===== src/rtl/tx_queue_pointer_pkg.sv =====
// Constants and types shared by the transmit queue pointer bank
package tx_queue_pointer_pkg;

  // ----------------------------------------------------------------
  // Widths
  // ----------------------------------------------------------------
  localparam int ADDRESS_WIDTH = 12;
  localparam int POINTER_WIDTH = 16;
  localparam int POINTER_COUNT = 5;
  localparam int ELEMENT_SHIFT = 2;

  typedef logic [ADDRESS_WIDTH-1:0] offset_t;
  typedef logic [POINTER_WIDTH-1:0] pointer_t;
  typedef logic [31:0] address_t;
  typedef logic [2:0] index_t;

  // ----------------------------------------------------------------
  // Register offsets (byte addresses)
  // ----------------------------------------------------------------
  localparam offset_t FREE_QUEUE_WRITE_POINTER_OFFSET = 12'h31c;
  localparam offset_t FREE_QUEUE_READ_POINTER_OFFSET = 12'h320;
  localparam offset_t FREE_QUEUE_END_ADDRESS_OFFSET = 12'h324;
  localparam offset_t READY_QUEUE_START_ADDRESS_OFFSET = 12'h328;
  localparam offset_t READY_QUEUE_WRITE_POINTER_OFFSET = 12'h32c;

  // ----------------------------------------------------------------
  // Slots of the pointer array
  // ----------------------------------------------------------------
  localparam index_t SLOT_FREE_WRITE = 3'h0;
  localparam index_t SLOT_FREE_READ = 3'h1;
  localparam index_t SLOT_FREE_END = 3'h2;
  localparam index_t SLOT_READY_START = 3'h3;
  localparam index_t SLOT_READY_WRITE = 3'h4;
  localparam index_t SLOT_NONE = 3'h7;

  // ----------------------------------------------------------------
  // Reset values, encodings, timing
  // ----------------------------------------------------------------
  localparam pointer_t POINTER_RESET = 16'h0000;
  localparam address_t ADDRESS_RESET = 32'h0000_0000;
  localparam logic [15:0] UNUSED_READ_BITS = 16'h0000;
  localparam logic [3:0] BYTE_ENABLES_NONE_N = 4'hf;
  localparam logic [1:0] ELEMENT_PAD = 2'h0;
  localparam logic [13:0] ADDRESS_HIGH_PAD = 14'h0000;
  localparam int CLOCK_PERIOD_NS = 100;
  localparam int WRITE_SPACING_SYSTEM_CLOCKS = 4;
  localparam logic [2:0] WRITE_SPACING_CYCLES = 3'(WRITE_SPACING_SYSTEM_CLOCKS);

endpackage


===== src/rtl/queue_element_address.sv =====
// Registered physical address of one queue element
`timescale 1ns/1ns
module queue_element_address
  import tx_queue_pointer_pkg::*;
(
  input wire logic clock,
  input wire logic reset_n,
  input wire tx_queue_pointer_pkg::address_t transmit_queue_base,
  input wire tx_queue_pointer_pkg::pointer_t pointer,
  output tx_queue_pointer_pkg::address_t element_address
);

  typedef struct packed
  {
    address_t address;
  } state_s;

  state_s state;
  state_s next_state;

  // ----------------------------------------------------------------
  // Address former
  // ----------------------------------------------------------------
  always_comb
  begin
    next_state = state;
    next_state.address = transmit_queue_base + {ADDRESS_HIGH_PAD, pointer, ELEMENT_PAD};
  end

  always_ff @(posedge clock or negedge reset_n)
  begin
    if (!reset_n)
    begin
      state <= '{address: ADDRESS_RESET};
    end
    else
    begin
      state <= next_state;
    end
  end

  assign element_address = state.address;
endmodule


===== src/rtl/tx_descriptor_ref_queue_pointers.sv =====
// Transmit descriptor reference free and ready queue pointer registers
// Notes on behaviour
// - Free-queue write pointer holds element address bits 17 to 2.
// - Element address is base plus pointer shifted left by two.
// - Free-queue read pointer holds element address bits 17 to 2.
// - Free-queue end register holds element address bits 17 to 2.
// - Ready-queue start register holds element address bits 17 to 2.
// - Ready-queue write pointer holds element address bits 17 to 2.
// - A write replaces the whole register whatever byte enables are active.
// - With all four byte enables off, no read or write happens.
`timescale 1ns/1ns
module tx_descriptor_ref_queue_pointers
  import tx_queue_pointer_pkg::*;
(
  input wire logic clock,
  input wire logic reset_n,
  input wire logic access_valid,
  input wire logic access_write,
  input wire tx_queue_pointer_pkg::offset_t access_address,
  input wire logic [3:0] bus_byte_enables_n,
  input wire logic [31:0] write_data,
  output logic [31:0] read_data,
  output logic access_done,
  input wire tx_queue_pointer_pkg::address_t transmit_queue_base,
  input wire tx_queue_pointer_pkg::pointer_t free_queue_start_address,
  input wire tx_queue_pointer_pkg::pointer_t ready_queue_end_address,
  input wire logic free_read_advance,
  input wire logic ready_write_advance,
  output tx_queue_pointer_pkg::address_t free_write_element_address,
  output tx_queue_pointer_pkg::address_t free_read_element_address,
  output tx_queue_pointer_pkg::address_t free_end_element_address,
  output tx_queue_pointer_pkg::address_t ready_start_element_address,
  output tx_queue_pointer_pkg::address_t ready_write_element_address,
  output logic free_queue_available,
  output logic spacing_violation
);
  import tx_queue_pointer_pkg::*;

  // ----------------------------------------------------------------
  // State
  // ----------------------------------------------------------------
  typedef struct packed
  {
    pointer_t [POINTER_COUNT-1:0] pointers;
    logic [31:0] read_data;
    logic access_done;
    logic [2:0] since_guarded_write;
    logic free_queue_available;
    logic spacing_violation;
  } state_s;

  state_s state;
  state_s next_state;

  logic byte_lanes_active;
  logic host_write;
  index_t slot;
  logic guarded_slot;

  // ----------------------------------------------------------------
  // Functions
  // ----------------------------------------------------------------
  function automatic index_t decode_slot(input offset_t address);
    index_t result;
    result = SLOT_NONE;
    if (address == FREE_QUEUE_WRITE_POINTER_OFFSET)
      result = SLOT_FREE_WRITE;
    else if (address == FREE_QUEUE_READ_POINTER_OFFSET)
      result = SLOT_FREE_READ;
    else if (address == FREE_QUEUE_END_ADDRESS_OFFSET)
      result = SLOT_FREE_END;
    else if (address == READY_QUEUE_START_ADDRESS_OFFSET)
      result = SLOT_READY_START;
    else if (address == READY_QUEUE_WRITE_POINTER_OFFSET)
      result = SLOT_READY_WRITE;
    return result;
  endfunction

  // Step one element along a ring; the end element itself is used before wrapping
  function automatic pointer_t ring_next(input pointer_t current, input pointer_t start, input pointer_t last);
    pointer_t result;
    if (current == last)
      result = start;
    else
      result = current + 16'h0001;
    return result;
  endfunction

  // ----------------------------------------------------------------
  // Register access
  // ----------------------------------------------------------------
  always_comb
  begin
    byte_lanes_active = bus_byte_enables_n != BYTE_ENABLES_NONE_N;
    slot = decode_slot(access_address);
    host_write = access_valid && access_write && byte_lanes_active && slot != SLOT_NONE;
    guarded_slot = slot == SLOT_FREE_WRITE || slot == SLOT_FREE_READ || slot == SLOT_READY_WRITE;
  end

  always_comb
  begin
    next_state = state;
    next_state.access_done = 1'b0;
    next_state.spacing_violation = 1'b0;

    // Hardware advance first so a host write in the same cycle overrides it
    if (free_read_advance)
    begin
      next_state.pointers[SLOT_FREE_READ] = ring_next(state.pointers[SLOT_FREE_READ],
        free_queue_start_address, state.pointers[SLOT_FREE_END]);
    end
    if (ready_write_advance)
    begin
      next_state.pointers[SLOT_READY_WRITE] = ring_next(state.pointers[SLOT_READY_WRITE],
        state.pointers[SLOT_READY_START], ready_queue_end_address);
    end

    if (access_valid)
    begin
      next_state.access_done = 1'b1;
      next_state.read_data = 32'h0000_0000;
      if (byte_lanes_active && slot != SLOT_NONE)
      begin
        if (access_write)
        begin
          // Whole field loads, byte enables only gate the access as a whole
          next_state.pointers[slot] = write_data[POINTER_WIDTH-1:0];
        end
        else
        begin
          next_state.read_data = {UNUSED_READ_BITS, state.pointers[slot]};
        end
      end
    end

    // Host is meant to space these writes; flag it rather than stall
    if (host_write && guarded_slot)
    begin
      next_state.since_guarded_write = 3'h1;
      if (state.since_guarded_write != 3'h0 && state.since_guarded_write < WRITE_SPACING_CYCLES)
      begin
        next_state.spacing_violation = 1'b1;
      end
    end
    else if (state.since_guarded_write != 3'h0 && state.since_guarded_write < WRITE_SPACING_CYCLES)
    begin
      next_state.since_guarded_write = state.since_guarded_write + 3'h1;
    end
    else
    begin
      next_state.since_guarded_write = 3'h0;
    end

    next_state.free_queue_available = next_state.pointers[SLOT_FREE_READ] != next_state.pointers[SLOT_FREE_WRITE];
  end

  always_ff @(posedge clock or negedge reset_n)
  begin
    if (!reset_n)
    begin
      state <= '{pointers: {POINTER_COUNT{POINTER_RESET}},
                 read_data: 32'h0000_0000,
                 access_done: 1'b0,
                 since_guarded_write: 3'h0,
                 free_queue_available: 1'b0,
                 spacing_violation: 1'b0};
    end
    else
    begin
      state <= next_state;
    end
  end

  assign read_data = state.read_data;
  assign access_done = state.access_done;
  assign free_queue_available = state.free_queue_available;
  assign spacing_violation = state.spacing_violation;

  // ----------------------------------------------------------------
  // Physical element addresses
  // ----------------------------------------------------------------
  address_t [POINTER_COUNT-1:0] element_addresses;

  for (genvar i = 0; i < POINTER_COUNT; i++)
  begin : g_element
    queue_element_address queue_element_address_inst (
      .clock(clock),
      .reset_n(reset_n),
      .transmit_queue_base(transmit_queue_base),
      .pointer(state.pointers[i]),
      .element_address(element_addresses[i])
    );
  end

  assign free_write_element_address = element_addresses[SLOT_FREE_WRITE];
  assign free_read_element_address = element_addresses[SLOT_FREE_READ];
  assign free_end_element_address = element_addresses[SLOT_FREE_END];
  assign ready_start_element_address = element_addresses[SLOT_READY_START];
  assign ready_write_element_address = element_addresses[SLOT_READY_WRITE];

  logic write_lanes_on;
  assign write_lanes_on = access_valid && access_write && byte_lanes_active;

  // Guarded write taken at this edge
  logic guarded_write;
  assign guarded_write = host_write && guarded_slot;
endmodule


===== config.mk =====
export PLATFORM = sky130hd
export DESIGN_NAME = tx_descriptor_ref_queue_pointers
export DESIGN_NICKNAME = d
export VERILOG_FILES = /design/src/rtl/tx_queue_pointer_pkg.sv /design/src/rtl/queue_element_address.sv /design/src/rtl/tx_descriptor_ref_queue_pointers.sv
export SDC_FILE = /design/constraint.sdc
export NUM_CORES = 1
export LEC_CHECK = 0
export BUFFER_PORTS_ARGS = -buffer_cell sky130_fd_sc_hd__buf_2
export CAP_MARGIN = 20
export CORE_MARGIN = 3
export CORE_UTILIZATION = 45
export CTS_CLUSTER_DIAMETER = 120
export DETAILED_ROUTE_END_ITERATION = 16
export PLACE_DENSITY = 0.64
export SYNTH_ARGS = -nofsm -noshare
export SYNTH_HDL_FRONTEND = slang
export SYNTH_SLANG_ARGS = --single-unit

===== constraint.sdc =====
create_clock -name clock -period 3.6 [get_ports clock]
set_input_delay 0 -clock clock [delete_from_list [all_inputs] [get_ports clock]]
set_output_delay 0 -clock clock [all_outputs]
set_load 0.01 [all_outputs]

Word-level counts from Yosys, hierarchy flattened --
Cells that the tools add are included.
Word-level totals: input bits 118, word-level logic and storage cells 72, register bits after elaboration 278
Operators by class: multiplexer cells 22, equal/unequal tests 12, reductions and logical operators 12, magnitude comparators 3, add/sub/neg operators 8
Operator list (number):
- 32-bit by 18-bit adder with 32-bit output | 5
- 113-bit 2-to-1 mux | 1
- 112-bit 2-to-1 mux | 1
- 16-bit 2-to-1 mux | 7
- 80-bit bitwise mux | 1
- 80-bit 2-to-1 mux | 1
- 12-bit by 10-bit == test with 1-bit output, second input constant | 5
- 16-bit binary-select mux with 3-bit select | 1
- 16-bit demux with 3-bit select | 1
- 16-bit by 1-bit adder with 16-bit output, second input constant | 2
- 16-bit == test | 2
- 3-bit 2-to-1 mux | 6
- 16-bit inequality test | 1
- 1-bit logical AND | 7
- 3-bit by 4-bit less-than comparator with 1-bit output, second input constant | 1
- 4-bit inequality test, second input constant | 1
- 3-bit by 1-bit adder with 3-bit output, second input constant | 1
- 3-bit by 1-bit == test with 1-bit output, second input constant | 1
- 3-bit == test, second input constant | 1
- 3-bit by 1-bit greater-or-equal comparator with 1-bit output, second input constant | 1
- 3-bit logical NOT | 1
- 3-bit less-than comparator, second input constant | 1
- 3-bit inequality test, second input constant | 1
- 3-bit AND reduction | 1
- 4 further kinds | 6

Longest topological paths before layout --
depth after elaboration 15, depth in mapped cells 13, depth with buffers taken out 12

By module --
Synthesis repeated with hierarchy kept, for this count alone.
Unflattened totals: cells, all modules 1597, area total of the unflattened synthesis 15869.0 um2
By module, submodules not included:
- tx_descriptor_ref_queue_pointers | instances 1, area an instance 6558.8 um2, cells an instance 691, sequential area each 2552.4 um2
- queue_element_address (g_element[0].queue_element_address_inst ...) | instances 3, area an instance 1876.8 um2, cells an instance 183, sequential area each 800.8 um2
- queue_element_address (g_element[2].queue_element_address_inst) | instances 1, area an instance 1846.8 um2, cells an instance 182, sequential area each 800.8 um2
- queue_element_address (g_element[4].queue_element_address_inst) | instances 1, area an instance 1833.0 um2, cells an instance 175, sequential area each 800.8 um2

Worst setup path before layout --
No wires, ideal clock.
path kind register to register, from register state[56] (netlist bit), to register state (netlist bit free_queue_available), path buffers 3, stages on the path, launching flop included 13, arrival 2.630 ns, path slack 0.835 ns, cells stage by stage dfrtp_1 > clkbuf_1 > xor2_1 > nor4_1 > and4_1 > clkbuf_1 > clkbuf_1 > a21oi_1 > a31o_1 > a311oi_1 > o2111ai_1 > nor4_1 > nand4_1
RTL lines:
- start: declaration | line tx_descriptor_ref_queue_pointers.sv:52 | state_s state;
- start signal: assignment | line tx_descriptor_ref_queue_pointers.sv:161 | state <= '{pointers: {POINTER_COUNT{POINTER_RESET}},
- start signal: assignment | line tx_descriptor_ref_queue_pointers.sv:170 | state <= next_state;

==> results.tsv <==
metric	value	unit
dieArea	35680	sq um
power.density	439.1	nW/um^2
pin_count	313	
rrSetupSlack	180	ps
nNetsFinal	2124	
hold_depth	3	
die_w	188.9	um
cp_data_arrival_time	3910	ps
synth_edf_count	0	
totalWireLength	46760	um
tns	0	ps
detail_route.first_pass.iterations	5	
dp_cells	2272	
clock_sinks	254	
htree_levels	1	
drv_cap	0	
clk_latency	550	ps
dr_wl_met3	2836	um
netlist_instances	1590	
coreArea	32780	sq um
cts_buffer_depth	3	
fillers	3017	
grt_pass1_vias	12677	
die_h	188.9	um
endpoint_kind	flip-flop	
finalNonFillerCells	2382	
drt-met1-wl	19860	um
wl_per_cell	19.63	um
hold_violations	0	
slew_headroom	31.37	%
ys_types	66	
seq_area	6356	sq um
grt_antenna_before_repair	4	
setup_viol	0	
avgSynthCellArea	9.467	sq um
critPathKind	flip-flop to flip-flop	
drt_iter0_drc	713	
multi_input_area	8019	sq um
peakVddDrop	0.0003313	V
finalCriticalPeriod	3425	ps
gp_congestion	0.9233	
synth_area	15050	sq um
r2r_cells	12	
initial_core_util	45.91	%
power	8.123	mW
period_share	95.13	%
finClkSkew	11.87	ps
dp_slack	175.2	ps
rows	66	
hold_start	transmit_queue_base[9]	
clock.fmax	292.0	MHz
track_usage	25.35	%
routed.top_layer	met5	
cts_root_buf	clkbuf_16	
synth_flop_cell	dfrtp_1	
io_buffers	280	
synthArstFlopShare	100.0	%
crit_required	4090	ps
worstMarginPinSlew	1029	ps
cts_tree	done	
drc	0	
synth_warnings	0	
ant_nets	0	
route.met2.wl	21930	um
ys_seq_area_share	42.23	%
postLayoutSetupSlackWorst	175.1	ps
slew_viol_final	0	
via_per_inst	5.415	
grt_pass1_wl	70910	um
grt_start_max_net_pins	128	
overflow	0	
cp-start-kind	flip-flop	
p_leak	8.795	nW
drive_gt1_share	22.91	%
cts_made_buffers	29	
area_delta_synth_final	22.89	%
clk_pin_slew	60	ps
hold_path.class	input pin to flip-flop	
detailed_place_hpwl	35760	um
ys_seq_elements	254	
critPathMaxFanout	7	
vias	12899	
outcome	finished, final reports clean	
[worst max-delay path: stages (launching register included)]
cell	delay, ps
dfrtp_1	420
ha_1	360
a21o_1	220
a21oi_1	60
nor2_1	310
a31oi_4	160
a2111oi_0	500
a2111o_1	240
a21oi_2	70
buf_4	170
nor2_1	120
xor2_1	160
dlygate4sd3_1	570
[area by class of cell]
| type | instances | share of cell area [%] |
|---|---|---|
| Multi-Input combinational cell | 1188 | 43.35 |
| Sequential cell | 254 | 34.36 |
| Timing Repair Buffer | 382 | 12.72 |
| Clock buffer | 41 | 4.491 |
| Tap cell | 442 | 2.990 |
| Inverter | 62 | 1.258 |
| Clock inverter | 11 | 0.8049 |
| Antenna cell | 2 | 0.02706 |
[cell usage after synthesis (4+ instances only)]
cell type / n / area, sq um
nor3_1: 41 / 205.2
o21a_1: 20 / 150.1
and2_1: 26 / 162.7
a2111oi_0: 4 / 35.03
or3_1: 15 / 93.84
mux2i_1: 10 / 100.1
xor2_1: 87 / 762.0
nand2_1: 153 / 574.3
o31ai_1: 4 / 30.03
and3_1: 27 / 168.9
mux2_2: 49 / 551.8
a31o_2: 4 / 35.03
clkbuf_1: 53 / 198.9
inv_1: 59 / 221.5
a21o_1: 14 / 105.1
o21bai_1: 6 / 45.04
nor2b_1: 9 / 56.30
buf_4: 40 / 300.3
nand4_1: 10 / 62.56
a311oi_1: 17 / 148.9
nor4_1: 12 / 75.07
ha_1: 84 / 1051
nand3b_1: 5 / 37.54
a211oi_1: 32 / 240.2
nand2b_1: 13 / 81.33
o2111ai_1: 4 / 35.03
o211ai_1: 5 / 37.54
fa_1: 5 / 100.1
o22ai_1: 23 / 143.9
buf_1: 4 / 15.01
dfrtp_1: 254 / 6356
a21oi_1: 115 / 575.6
nand3_1: 52 / 260.3
or2_2: 5 / 31.28
a2bb2oi_1: 4 / 35.03
a31oi_1: 10 / 62.56
o21ai_0: 65 / 325.3
nor2_1: 122 / 457.9
xnor2_1: 81 / 709.4
[repair_timing]
action	CTS	global route
buffers inserted	0	1
setup endpoints to repair	0	11
hold buffers	55	0
hold endpoints to repair	308	0
gates resized for setup	0	7
[layout by cell type, fill, tap and decap left out, types with 23 or more instances in the layout]
| cell | Yosys | routed |
|---|---|---|
| and2_1 | 26 | 26 |
| dfrtp_1 | 254 | 254 |
| o21ai_0 | 65 | 64 |
| ha_1 | 84 | 84 |
| xnor2_1 | 81 | 81 |
| a21oi_1 | 115 | 112 |
| buf_4 | 40 | 44 |
| a211oi_1 | 32 | 31 |
| mux2_2 | 49 | 49 |
| clkbuf_16 | 0 | 29 |
| nand3_1 | 52 | 52 |
| buf_2 | 3 | 279 |
| and3_1 | 27 | 27 |
| xor2_1 | 87 | 87 |
| nor3_1 | 41 | 41 |
| inv_1 | 59 | 59 |
| nand2_1 | 153 | 153 |
| nor2_1 | 122 | 122 |
| o22ai_1 | 23 | 23 |
| dlygate4sd3_1 | 0 | 55 |
[through the flow]
step / util [%] / instance area, sq um / hold slack, ps
finish: 56.42 / 18500 / 9.905
global route: 56.42 / 18500 / 4.718
CTS: 56.29 / 18450 / 1.349
detailed placement: 51.62 / 16920 / 114.7
global placement: 51.62 / 16920 / 112.0
floorplan: - / 15110 / -295.6
[cells by family after synthesis]
family,count (synthesis),synth area share [%]
XOR/XNOR,168,9.776
other,1,0.02491
AND/OR/NAND/NOR,502,15.81
AO/OA/AOI/OAI,353,14.90
flip-flops,254,42.23
buffers and inverters,163,5.137
adder cells (fa/ha/maj),89,7.648
multiplexers,60,4.480
[power breakdown]
group | leakage, nW | internal, mW | switching, mW
clock | 0.477 | 1.82 | 1.22
sequential | 3.11 | 3.12 | 0.142
combinational | 5.21 | 0.769 | 1.06
[worst paths after layout]
kind | to
setup reg to reg | flip-flop
max in group asynchronous | asynchronous set/reset pin
min in group asynchronous | asynchronous set/reset pin
hold reg to reg | spacing_violation
setup / recovery | flip-flop
hold / removal | flip-flop
[metal layers]
metal | global-route usage [%] | vias to the layer above
met1 | 32.58 | 6133
met5 | 0 | -
met2 | 43.01 | 456
met4 | 10.20 | 4
met3 | 3.981 | 112
li1 | - | 6194
Note: power is estimated with default switching activity, not from simulation.
